==> src/hw/acs_defines.svh <==
`ifndef ACS_DEFINES_SVH
`define ACS_DEFINES_SVH

// ---------------------------------------------------------------
// Register byte addresses
// ---------------------------------------------------------------
`define ACS_OFF_SETUP_ZERO   12'h000
`define ACS_OFF_SETUP_ONE    12'h004
`define ACS_OFF_SETUP_TWO    12'h008
`define ACS_OFF_REF_CTRL     12'h00C
`define ACS_OFF_RESULT       12'h010
`define ACS_OFF_STATUS       12'h014

// ---------------------------------------------------------------
// Field positions
// ---------------------------------------------------------------
`define ACS_Z_ENABLE_BIT     0
`define ACS_Z_GO_BIT         1
`define ACS_Z_CHAN_LSB       2
`define ACS_O_FMT_BIT        7
`define ACS_O_CLK_LSB        4
`define ACS_O_NREF_BIT       2
`define ACS_O_PREF_LSB       0
`define ACS_R_EN_BIT         7
`define ACS_R_RDY_BIT        6
`define ACS_R_BUF_LSB        0
`define ACS_S_FLAG_BIT       0
`define ACS_S_IE_BIT         1

// ---------------------------------------------------------------
// Reset values and masks
// ---------------------------------------------------------------
`define ACS_RST_SETUP_ZERO   8'h00
`define ACS_RST_SETUP_ONE    8'h00
`define ACS_RST_SETUP_TWO    8'h0F
`define ACS_RST_REF_CTRL     8'h00
`define ACS_MASK_SETUP_ONE   8'hF7
`define ACS_MASK_REF_CTRL    8'hBF
`define ACS_NEG_SINGLE       4'hF
`define ACS_PREF_RESERVED    2'h2
`define ACS_MAX_CHANNEL      5'h11

// ---------------------------------------------------------------
// Timing
// ---------------------------------------------------------------
`define ACS_CLK_MHZ          20
`define ACS_BIT_PERIODS      15
`define ACS_RESULT_BITS      12
`define ACS_BUF_SETTLE_US    30
`define ACS_BUF_SETTLE_CYC   (`ACS_BUF_SETTLE_US * `ACS_CLK_MHZ)
`define ACS_REF_SETTLE_CYC   64

`endif

==> src/hw/acs_pkg.sv <==
package acs_pkg;

  // Conversion clock source codes
  typedef enum logic [2:0] {
    ACS_CLK_DIV2  = 3'h0,
    ACS_CLK_DIV8  = 3'h1,
    ACS_CLK_DIV32 = 3'h2,
    ACS_CLK_RC_A  = 3'h3,
    ACS_CLK_DIV4  = 3'h4,
    ACS_CLK_DIV16 = 3'h5,
    ACS_CLK_DIV64 = 3'h6,
    ACS_CLK_RC_B  = 3'h7
  } acs_clk_sel_e;

  // Converter state
  typedef enum logic [2:0] {
    ACS_IDLE    = 3'b001,
    ACS_CONVERT = 3'b010,
    ACS_FINISH  = 3'b100
  } acs_state_e;

  // Analog routing presented to the converter core
  typedef struct packed {
    logic [4:0] pos_channel;
    logic [3:0] neg_channel;
    logic       single_ended;
    logic       neg_ref_pin;
    logic [1:0] pos_ref;
  } acs_route_s;

  // Sample handed over from the core
  typedef struct packed {
    logic        sign;
    logic [11:0] magnitude;
  } acs_sample_s;

endpackage

==> src/hw/acs_tick_gen.sv <==
`timescale 1ns/1ns
`include "acs_defines.svh"
// Bit-period tick from system clock divider or synchronised RC clock
module acs_tick_gen
  import acs_pkg::*;
(
  input  wire logic         sys_clk,
  input  wire logic         rst_b,
  input  wire acs_clk_sel_e clk_sel,
  input  wire logic         rc_clk,
  input  wire logic         run,
  output logic              tick
);

  logic [5:0] div_cnt;
  logic [5:0] div_last;
  logic       rc_meta;
  logic       rc_sync;
  logic       rc_prev;
  logic       rc_mode;

  // Divider terminal count per selection
  always_comb begin
    rc_mode = 1'b0;
    case (clk_sel)
      ACS_CLK_DIV2:  div_last = 6'd1;
      ACS_CLK_DIV4:  div_last = 6'd3;
      ACS_CLK_DIV8:  div_last = 6'd7;
      ACS_CLK_DIV16: div_last = 6'd15;
      ACS_CLK_DIV32: div_last = 6'd31;
      ACS_CLK_DIV64: div_last = 6'd63;
      default: begin
        div_last = 6'd0;
        rc_mode  = 1'b1;
      end
    endcase
  end

  // System clock divider
  always_ff @(posedge sys_clk or negedge rst_b) begin
    if (!rst_b) begin
      div_cnt <= 6'd0;
    end else if (!run || div_cnt == div_last) begin
      div_cnt <= 6'd0;
    end else begin
      div_cnt <= div_cnt + 6'd1;
    end
  end

  // RC clock synchroniser and edge history
  always_ff @(posedge sys_clk or negedge rst_b) begin
    if (!rst_b) begin
      rc_meta <= 1'b0;
      rc_sync <= 1'b0;
      rc_prev <= 1'b0;
    end else begin
      rc_meta <= rc_clk;
      rc_sync <= rc_meta;
      rc_prev <= rc_sync;
    end
  end

  assign tick = run && (rc_mode ? (rc_sync && !rc_prev) : (div_cnt == div_last));

endmodule

==> src/hw/acs_settle_timer.sv <==
`timescale 1ns/1ns
// Counts cycles while enabled and reports done once the count expires
module acs_settle_timer #(
  parameter int unsigned CYCLES = 600
) (
  input  wire logic sys_clk,
  input  wire logic rst_b,
  input  wire logic enable,
  input  wire logic restart,
  output logic      done
);

  localparam int unsigned CW = $clog2(CYCLES + 1);
  localparam logic [CW-1:0] LAST = CW'(CYCLES);

  logic [CW-1:0] count;

  // Count up while enabled, restart on request
  always_ff @(posedge sys_clk or negedge rst_b) begin
    if (!rst_b) begin
      count <= '0;
    end else if (!enable || restart) begin
      count <= '0;
    end else if (count != LAST) begin
      count <= count + CW'(1);
    end
  end

  assign done = enable && !restart && (count == LAST);

endmodule

==> src/hw/acs_converter_ctrl.sv <==
// The implementer's own choices: the placing of the registers and the APB slave port.
`timescale 1ns/1ns
`include "acs_defines.svh"
module acs_converter_ctrl
  import acs_pkg::*;
#(
  parameter int unsigned REF_SETTLE = `ACS_REF_SETTLE_CYC,
  parameter int unsigned BUF_SETTLE = `ACS_BUF_SETTLE_CYC
) (
  input  wire logic        sys_clk,
  input  wire logic        rst_b,
  // APB slave
  input  wire logic        psel,
  input  wire logic        penable,
  input  wire logic        pwrite,
  input  wire logic [11:0] paddr,
  input  wire logic [31:0] pwdata,
  output logic             pready,
  output logic [31:0]      prdata,
  output logic             pslverr,
  // Converter core
  input  wire logic        rc_clk,
  input  wire logic        cmp_in,
  input  wire acs_sample_s sample,
  output acs_route_s       route,
  output logic             core_enable,
  output logic             sample_hold,
  output logic [3:0]       bit_index,
  output logic             buffer_ready,
  output logic             conv_irq
);

  // ---------------------------------------------------------------
  // Registers and state
  // ---------------------------------------------------------------
  logic [7:0]  setup_zero;
  logic [7:0]  setup_one;
  logic [7:0]  setup_two;
  logic [7:0]  reference_control;
  logic [15:0] result;
  logic        int_flag;
  logic        int_enable;
  logic        go_done;
  acs_state_e  state;
  logic [3:0]  period_cnt;
  logic [11:0] sar_bits;
  logic        tick;
  logic        ref_settled;
  logic        buf_settled;
  logic        finish;
  logic        wr_en;
  logic        rd_en;
  logic        addr_ok;
  logic [15:0] next_result;
  logic [12:0] twos;

  assign wr_en   = psel && penable && pwrite;
  assign rd_en   = psel && !penable && !pwrite;
  assign pready  = 1'b1;
  assign finish  = (state == ACS_CONVERT) && tick
                   && (period_cnt == 4'(`ACS_BIT_PERIODS - 1));

  // Address decode
  always_comb begin
    if (paddr == `ACS_OFF_SETUP_ZERO) begin
      addr_ok = 1'b1;
    end else if (paddr == `ACS_OFF_SETUP_ONE) begin
      addr_ok = 1'b1;
    end else if (paddr == `ACS_OFF_SETUP_TWO) begin
      addr_ok = 1'b1;
    end else if (paddr == `ACS_OFF_REF_CTRL) begin
      addr_ok = 1'b1;
    end else if (paddr == `ACS_OFF_RESULT) begin
      addr_ok = 1'b1;
    end else if (paddr == `ACS_OFF_STATUS) begin
      addr_ok = 1'b1;
    end else begin
      addr_ok = 1'b0;
    end
  end

  assign pslverr = psel && penable && !addr_ok;

  // ---------------------------------------------------------------
  // Configuration registers
  // ---------------------------------------------------------------
  always_ff @(posedge sys_clk or negedge rst_b) begin
    if (!rst_b) begin
      setup_zero        <= `ACS_RST_SETUP_ZERO;
      setup_one         <= `ACS_RST_SETUP_ONE;
      setup_two         <= `ACS_RST_SETUP_TWO;
      reference_control <= `ACS_RST_REF_CTRL;
      int_enable        <= 1'b0;
    end else if (wr_en) begin
      if (paddr == `ACS_OFF_SETUP_ZERO) begin
        setup_zero <= pwdata[7:0];
      end else if (paddr == `ACS_OFF_SETUP_ONE) begin
        setup_one <= pwdata[7:0] & `ACS_MASK_SETUP_ONE;
      end else if (paddr == `ACS_OFF_SETUP_TWO) begin
        setup_two <= {4'h0, pwdata[3:0]};
      end else if (paddr == `ACS_OFF_REF_CTRL) begin
        reference_control <= pwdata[7:0] & `ACS_MASK_REF_CTRL;
      end else if (paddr == `ACS_OFF_STATUS) begin
        int_enable <= pwdata[`ACS_S_IE_BIT];
      end
    end
  end

  // Go/done flag: set by software, cleared by hardware on completion
  always_ff @(posedge sys_clk or negedge rst_b) begin
    if (!rst_b) begin
      go_done <= 1'b0;
    end else if (finish) begin
      go_done <= 1'b0;
    end else if (wr_en && paddr == `ACS_OFF_SETUP_ZERO) begin
      // Enable and go written together must start; enable low drops go
      go_done <= pwdata[`ACS_Z_ENABLE_BIT] && pwdata[`ACS_Z_GO_BIT];
    end else if (!setup_zero[`ACS_Z_ENABLE_BIT]) begin
      go_done <= 1'b0;
    end
  end

  // Interrupt flag: completion wins over a software clear
  always_ff @(posedge sys_clk or negedge rst_b) begin
    if (!rst_b) begin
      int_flag <= 1'b0;
    end else if (finish) begin
      int_flag <= 1'b1;
    end else if (wr_en && paddr == `ACS_OFF_STATUS && pwdata[`ACS_S_FLAG_BIT]) begin
      int_flag <= 1'b0;
    end
  end

  assign conv_irq = int_flag && int_enable;

  // ---------------------------------------------------------------
  // Conversion sequencer
  // ---------------------------------------------------------------
  acs_tick_gen u_tick (
    .sys_clk (sys_clk),
    .rst_b   (rst_b),
    .clk_sel (acs_clk_sel_e'(setup_one[`ACS_O_CLK_LSB +: 3])),
    .rc_clk  (rc_clk),
    .run     (state == ACS_CONVERT),
    .tick    (tick)
  );

  always_ff @(posedge sys_clk or negedge rst_b) begin
    if (!rst_b) begin
      state      <= ACS_IDLE;
      period_cnt <= 4'h0;
    end else begin
      case (state)
        ACS_IDLE: begin
          period_cnt <= 4'h0;
          if (go_done) begin
            state <= ACS_CONVERT;
          end
        end
        ACS_CONVERT: begin
          if (!go_done) begin
            state <= ACS_IDLE;
          end else if (finish) begin
            state <= ACS_FINISH;
          end else if (tick) begin
            period_cnt <= period_cnt + 4'h1;
          end
        end
        ACS_FINISH: begin
          state <= ACS_IDLE;
        end
        default: begin
          state <= ACS_IDLE;
        end
      endcase
    end
  end

  // Successive approximation: periods 1..12 resolve bits MSB first
  always_ff @(posedge sys_clk or negedge rst_b) begin
    if (!rst_b) begin
      sar_bits <= 12'h000;
    end else if (state == ACS_IDLE) begin
      sar_bits <= 12'h000;
    end else if (tick && period_cnt >= 4'h1 && period_cnt <= 4'(`ACS_RESULT_BITS)) begin
      sar_bits[4'(`ACS_RESULT_BITS) - period_cnt] <= cmp_in;
    end
  end

  assign core_enable = setup_zero[`ACS_Z_ENABLE_BIT];
  assign sample_hold = (state == ACS_CONVERT) && (period_cnt == 4'h0)
                       && go_done && setup_zero[`ACS_Z_ENABLE_BIT];
  assign bit_index   = (period_cnt >= 4'h1 && period_cnt <= 4'(`ACS_RESULT_BITS))
                       ? 4'(`ACS_RESULT_BITS) - period_cnt : 4'h0;

  // Result formatting
  always_comb begin
    twos = sample.sign ? (13'h0000 - {1'b0, sample.magnitude}) : {1'b0, sample.magnitude};
    if (setup_one[`ACS_O_FMT_BIT]) begin
      next_result = {{3{twos[12]}}, twos};
    end else begin
      next_result = {sample.sign, 3'h0, sample.magnitude};
    end
  end

  always_ff @(posedge sys_clk or negedge rst_b) begin
    if (!rst_b) begin
      result <= 16'h0000;
    end else if (finish) begin
      result <= next_result;
    end
  end

  // ---------------------------------------------------------------
  // Analog routing
  // ---------------------------------------------------------------
  always_ff @(posedge sys_clk or negedge rst_b) begin
    if (!rst_b) begin
      route <= '0;
    end else begin
      route.pos_channel  <= (setup_zero[`ACS_Z_CHAN_LSB +: 5] > `ACS_MAX_CHANNEL)
                            ? 5'h00 : setup_zero[`ACS_Z_CHAN_LSB +: 5];
      route.neg_channel  <= setup_two[3:0];
      route.single_ended <= (setup_two[3:0] == `ACS_NEG_SINGLE);
      route.neg_ref_pin  <= setup_one[`ACS_O_NREF_BIT];
      route.pos_ref      <= (setup_one[`ACS_O_PREF_LSB +: 2] == `ACS_PREF_RESERVED)
                            ? 2'h0 : setup_one[`ACS_O_PREF_LSB +: 2];
    end
  end

  // ---------------------------------------------------------------
  // Fixed reference readiness
  // ---------------------------------------------------------------
  acs_settle_timer #(
    .CYCLES (REF_SETTLE)
  ) u_ref_settle (
    .sys_clk (sys_clk),
    .rst_b   (rst_b),
    .enable  (reference_control[`ACS_R_EN_BIT]),
    .restart (1'b0),
    .done    (ref_settled)
  );

  acs_settle_timer #(
    .CYCLES (BUF_SETTLE)
  ) u_buf_settle (
    .sys_clk (sys_clk),
    .rst_b   (rst_b),
    .enable  (reference_control[`ACS_R_EN_BIT] && reference_control[1:0] != 2'h0),
    .restart (wr_en && paddr == `ACS_OFF_REF_CTRL),
    .done    (buf_settled)
  );

  assign buffer_ready = ref_settled && buf_settled;

  // ---------------------------------------------------------------
  // Read data
  // ---------------------------------------------------------------
  always_ff @(posedge sys_clk or negedge rst_b) begin
    if (!rst_b) begin
      prdata <= 32'h0000_0000;
    end else if (rd_en) begin
      if (paddr == `ACS_OFF_SETUP_ZERO) begin
        prdata <= {24'h00_0000, setup_zero[7:2], go_done, setup_zero[0]};
      end else if (paddr == `ACS_OFF_SETUP_ONE) begin
        prdata <= {24'h00_0000, setup_one};
      end else if (paddr == `ACS_OFF_SETUP_TWO) begin
        prdata <= {24'h00_0000, setup_two};
      end else if (paddr == `ACS_OFF_REF_CTRL) begin
        prdata <= {24'h00_0000, reference_control[7], ref_settled,
                   reference_control[5:0]};
      end else if (paddr == `ACS_OFF_RESULT) begin
        prdata <= {16'h0000, result};
      end else if (paddr == `ACS_OFF_STATUS) begin
        prdata <= {30'h0000_0000, int_enable, int_flag};
      end else begin
        prdata <= 32'h0000_0000;
      end
    end
  end

endmodule

==> config.mk <==
export PLATFORM = sky130hd
export DESIGN_NAME = acs_converter_ctrl
export DESIGN_NICKNAME = d
export VERILOG_FILES = /design/src/hw/acs_pkg.sv /design/src/hw/acs_tick_gen.sv /design/src/hw/acs_settle_timer.sv /design/src/hw/acs_converter_ctrl.sv
export VERILOG_INCLUDE_DIRS = /design/src /design/src/hw
export SDC_FILE = /design/constraint.sdc
export NUM_CORES = 1
export LEC_CHECK = 0
export BUFFER_PORTS_ARGS = -buffer_cell sky130_fd_sc_hd__buf_4
export CELL_PAD_IN_SITES_DETAIL_PLACEMENT = 2
export CELL_PAD_IN_SITES_GLOBAL_PLACEMENT = 2
export CORE_MARGIN = 5
export CORE_UTILIZATION = 30
export DETAILED_ROUTE_END_ITERATION = 16
export GPL_ROUTABILITY_DRIVEN = 0
export PLACE_DENSITY = 0.84
export SYNTH_ARGS = -nofsm -noshare
export SYNTH_HDL_FRONTEND = slang
export SYNTH_SLANG_ARGS = --single-unit
export TNS_END_PERCENT = 100
==> constraint.sdc <==
create_clock -name sys_clk -period 2 [get_ports sys_clk]
set_input_delay 0.3 -clock sys_clk [delete_from_list [all_inputs] [get_ports sys_clk]]
set_output_delay 0.3 -clock sys_clk [all_outputs]
set_load 0.02 [all_outputs]
* Word-level counts from Yosys, hierarchy flattened *
Cells that the tools add are included.

storage, ports and cells
  register bits = 123
  latch bits = 0
  memory bits (writable) = 0
  memory bits (read-only) = 0
  input bits = 64
  output and inout port bits = 55
  logic and storage cells = 147
  memories kept = 0

cells by class
  add/subtract/negate cells = 6
  multiply operators = 0
  divide/modulo/power cells = 0
  order comparisons = 3
  equality and inequality tests = 27
  shift-type cells = 0
  mux-type cells = 37
  bitwise operators = 4
  reduce and logical (&&, ||, !) cells = 48

operator list
  cell                                               count
  2-to-1 mux 16 bit                                  6
  case mux 6 bit (6 select lines)                    1
  == test 12 x 4 -> 1 bit, second input constant     2
  == test 12 x 5 -> 1 bit, second input constant     2
  logical AND 1 bit                                  24
  2-to-1 mux 10 bit                                  2
  2-to-1 mux 4 bit                                   4
  2-to-1 mux 7 bit                                   2
  2-to-1 mux 13 bit                                  1
  subtractor 1 x 12 -> 13 bit, first input constant  1
  == test 12 x 3 -> 1 bit, second input constant     1
  logical NOT 12 bit                                 1
  2-to-1 mux 1 bit                                   12
  adder 10 x 1 -> 10 bit, second input constant      1
  == test 10 bit, second input constant              1
  != test 10 bit, second input constant              1
  == test 3 bit, second input constant               3
  2-to-1 mux 3 bit                                   3
  == test 4 bit, second input constant               2
  != test 2 bit, second input constant               4
  case mux 4 bit (2 select lines)                    1
  AND reduction 4 bit                                2
  nonzero test 2 bit                                 4
  adder 7 x 1 -> 7 bit, second input constant        1
  other kinds (29)                                   43

* Depth between registers and ports, before layout *
  depth after elaboration = 10
  mapped depth = 10

* Hierarchy *
Synthesis repeated with hierarchy kept, for this count alone.

unflattened totals
  cells, all modules = 518
  area, all modules = 5323.9 um^2

by module, submodules not included
  module                            instances  cells an instance  area each (um^2)
  acs_converter_ctrl                1          367                3822.4
  acs_settle_timer at u_buf_settle  1          58                 583.1
  acs_tick_gen                      1          51                 535.5
  acs_settle_timer at u_ref_settle  1          42                 382.9

* Worst setup path before layout *
No wires, ideal clock.

  kind = reg2reg
  start point = register setup_one[4]
  end point = register result[14]
  setup time = 95 ps
  data arrival time = 2085 ps
  required time = 1905 ps
  slack = -180 ps
  stages on the path, launching flop included = 10
  cells stage by stage = dfrtp_1 inv_1 ha_1 xor2_1 nor4_2 a31oi_2 or2_1 buf_6 buf_6 o31ai_1

on the way
  word-level cells in the longest chain between the ends = 7
  elaborated cells between the ends (all ways) = 13

RTL lines
  what                                         line                       source
  start: declaration                           acs_converter_ctrl.sv:37   logic [7:0] setup_one;
  start signal: assignment                     acs_converter_ctrl.sv:90   setup_one <= `ACS_RST_SETUP_ONE;
  start signal: assignment                     acs_converter_ctrl.sv:98   setup_one <= pwdata[7:0] & `ACS_MASK_SETUP_ONE;
  == test 3 bit, or another cell as far along  acs_tick_gen.sv:25         case (clk_sel)
  case mux 6 bit (6 select lines)              acs_tick_gen.sv:25
  == test 6 bit                                acs_tick_gen.sv:63         assign tick = run && (rc_mode ? (rc_sync && !rc_prev) : (div_cnt == div_last));
  2-to-1 mux 1 bit *                           acs_tick_gen.sv:63
  logical AND 1 bit *                          acs_tick_gen.sv:63
  logical AND 1 bit * (2 in series)            acs_converter_ctrl.sv:60   assign finish = (state == ACS_CONVERT) && tick
  end signal: assignment                       acs_converter_ctrl.sv:210  result <= next_result;
  end: declaration                             acs_converter_ctrl.sv:40   logic [15:0] result;

Mark *: on every way between the ends. The rest lies on a longest branch, timed or not.
A chain may end at the register's enable or synchronous reset.

* Worst setup path after layout *
  start point = register setup_one[5]
  end point = register period_cnt[3]

on the way
  word-level cells in the longest chain between the ends = 9
  elaborated cells between the ends (all ways) = 16

RTL lines
  what                                         line                       source
  == test 3 bit, or another cell as far along  acs_tick_gen.sv:25
  case mux 6 bit (6 select lines)              acs_tick_gen.sv:25
  == test 6 bit                                acs_tick_gen.sv:63
  2-to-1 mux 1 bit *                           acs_tick_gen.sv:63
  logical AND 1 bit *                          acs_tick_gen.sv:63
  logical AND 1 bit (2 in series)              acs_converter_ctrl.sv:60
  != test 2 bit (no line)                      n/a
  AND reduction 4 bit (no line) *              n/a
  end signal: assignment                       acs_converter_ctrl.sv:166  period_cnt <= period_cnt + 4'h1;
  end: declaration                             acs_converter_ctrl.sv:45   logic [3:0] period_cnt;

Marked as above.

==> flow_summary.yaml <==
synth:
  ys_seq_area_frac: 0.498
  synth.distinct_cells: 57
  yosysWarnings: 0
  ys_ff_latch: 102
  syn_inst: 502
  synth_flop_cell: "dfrtp_1"
  synth-edff-count: 0
  syn_area_sq_mm: 0.00514
  synth-async-reset-ratio: 1.00
  syn_area_per_cell_sq_um: 10.2
detailed_routing:
  remaining_drc_errors: 0
  routed-via-count: 4469
  route.antenna.remaining_nets: 0
  wirelength_mm: 20.2
  drt-vias-per-instance: 5.14
  drtIter0Drc: 224
  wl_per_cell_microns: 23.3
  drtPass1Iterations: 4
worst_setup_path:
  worst_setup_path_end_kind: "flop"
  crit_type: "flop to flop"
  cp-start-kind: "flop"
  timing.critical_path.arrival_ps: 2690
  crit_required_ps: 2290
  ff2ff_path_depth: 9
  cp_max_fo: 5
outcome:
  status: "finished with violations"
  violations: "setup timing"
clock_tree:
  clkLatencyLatePin_ps: 350
  h-tree-depth: 3
  numCtsBuffers: 9
  cts-root-buf: "clkbuf_16"
  clk_path_buf_depth: 2
  cts_tree: "built"
  clkTransAtPathRegs_ps: 80
  clkSinkCount: 102
layout:
  final_nets: 724
  fin_util: 0.426
  final_cell_mix: "134 x buf_4, 95 x dfrtp_1, 45 x nor2_1, 39 x nand2_1, 28 x mux2_2"
  layout_commonest_cell: "buf_4"
  area_growth_pct: 38.5
  n_antenna_cell: 0
  drive_gt1_frac: 0.398
power_and_ir_drop:
  swShare: 0.273
  pwr-share-clk: 0.389
  intPower_w: 0.00344
  p_leak_nw: 3.21
  p_per_area_mw_per_mm2: 665
  p_switching_w: 0.00129
  peakVddDrop_v: 0.000581
  p_comb_frac: 0.130
  seq_power_share: 0.482
timing:
  setup_viol: 26
  setup_ws_ps: -402
  rsz0062_at_grt: "yes"
  period_needed_ps: 2400
  final_hold_viol_count: 0
  clock_skew_ps: 11.0
  slew_headroom: 0.525
  worst_slew_pin_slew_ps: 711
  finalMaxSlewViolations: 0
  clock.fmax_mhz: 416
  period_share: 1.20
worst_hold_path:
  hold_path_class: "primary input to flop"
  hold_path_depth: 1
global_route:
  gr-usage-all-layers: 0.192
  grt_overflow_total: 0
  grt_pass1_vias: 5140
  grt_max_degree: 49
  antenna_found_initial: 0
  grt_pass1_wl_mm: 29.8
placement:
  post-place-ws_ps: -501
  port_buffers: 76
  hpwlAfterDp_mm: 13.0
die:
  die_h_microns: 141
  ioPinCount: 119
  design.core.area_sq_mm: 0.0167
  dieArea_sq_mm: 0.0198
  die_w_microns: 141
  start_util: 0.308
  num_rows: 47
flow_run:
  drv_cap: 0
-- cell type report --
class | count | area [sq um]
Clock buffer | 11 | 243
Clock inverter | 5 | 58.8
Fill cell | 1758 | 9590
Inverter | 21 | 83.8
Multi-Input combinational cell | 360 | 2700
Sequential cell | 102 | 2560
Tap cell | 220 | 275
Timing Repair Buffer | 150 | 1200
-- power groups by stage --
stage,logic (W),clock network (W),registers (W)
6_report,0.000613,0.00184,0.00228
5_1_grt,0.000669,0.00195,0.00229
4_1_cts,0.000602,0.00183,0.00228
3_5_place_dp,0.000589,0,0.00231
3_3_place_gp,0.000542,0,0.00230
2_1_floorplan,0.000333,0,0.00230
-- state kept, by name, indices dropped and copies added, names as in the netlist, 3 cells and up --
register / flops
period_cnt: 4
u_tick.div_cnt: 6
route: 13
reference_control: 7
u_buf_settle.count: 10
prdata: 14
result: 14
setup_one: 7
u_ref_settle.count: 7
state: 3
setup_zero: 7
setup_two: 4
-- per-stage QoR --
| stage | cells | total power (W) | setup TNS, ps | area (sq um) | hold WS (ps) |
|---|---|---|---|---|---|
| 6_report | 869 | 0.00473 | -7750 | 7110 | 55.9 |
| 5_1_grt | 869 | 0.00492 | -9350 | 7110 | 47.3 |
| 4_1_cts | 859 | 0.00471 | -6220 | 6830 | 47.5 |
| 3_5_place_dp | 826 | 0.00290 | -9520 | 6220 | 294 |
| 3_3_place_gp | 826 | 0.00284 | -4930 | 6220 | 273 |
| 2_1_floorplan | 517 | 0.00263 | -1430 | 5220 | 4.41 |
-- cell usage after synthesis, types with 5 or more instances --
master,count,share of area
nand2b_1,6,0.0073
dfrtp_1,97,0.47
dfstp_2,5,0.026
xnor2_1,22,0.038
nand2_1,43,0.031
mux2i_1,6,0.012
clkbuf_1,12,0.0088
inv_1,19,0.014
buf_4,19,0.028
and2_1,7,0.0085
xor2_1,11,0.019
nor3_1,5,0.0049
nor2b_1,8,0.0097
mux2_2,28,0.061
a21oi_1,27,0.026
o31ai_1,6,0.0088
and3_1,6,0.0073
o21ai_0,26,0.025
ha_1,16,0.039
nand3_1,22,0.021
nor2_1,46,0.034
-- logic make-up after synthesis --
| group | count (synthesis) | synth area share |
|---|---|---|
| and+or+nand+nor | 172 | 0.169 |
| muxes | 34 | 0.0731 |
| DFF | 102 | 0.498 |
| other | 2 | 0.00146 |
| buffers and inverters | 56 | 0.0577 |
| AOI/OAI and AO/OA | 87 | 0.106 |
| adders and majority gates | 16 | 0.0390 |
| xor gates and xnor gates | 33 | 0.0563 |
-- per-layer routing --
metal / track usage / wire length [microns] / up-vias
met1: 0.231 / 8140 / 2303
li1: - / - / 1984
met4: 0.0500 / 578 / 0
met2: 0.353 / 10800 / 147
met5: 0 / 0 / -
met3: 0.0315 / 729 / 35
-- repair_timing --
| action | CTS | global route |
|---|---|---|
| pin swaps | 19 | 18 |
| endpoints found under the hold margin | 30 | 0 |
| setup buffers | 16 | 10 |
| setup endpoints to repair | 28 | 33 |
| hold buffers | 1 | 0 |
| gates cloned | 1 | 0 |
| resized for setup | 55 | 42 |
-- critical path, stage by stage (launching register included) --
cell and delay [ps]:
dfrtp_2 450, buf_4 150, ha_4 150, nand2b_4 140, o221ai_2 150, a211oi_4 320
a31oi_2 160, buf_4 180, or4_4 490, a21oi_2 140
-- path summary, 6_finish.rpt --
check,start,end,slack [ps]
setup / recovery,setup_one[5],period_cnt[3],-400
hold / removal,rc_clk,u_tick.rc_meta,60
setup reg to reg,setup_one[5],period_cnt[3],-400
hold reg to reg,u_tick.rc_meta,u_tick.rc_sync,390
max in group asynchronous,rst_b,setup_two[3],870
min in group asynchronous,rst_b,period_cnt[0],450
Note: power is estimated with default switching activity, not from simulation.
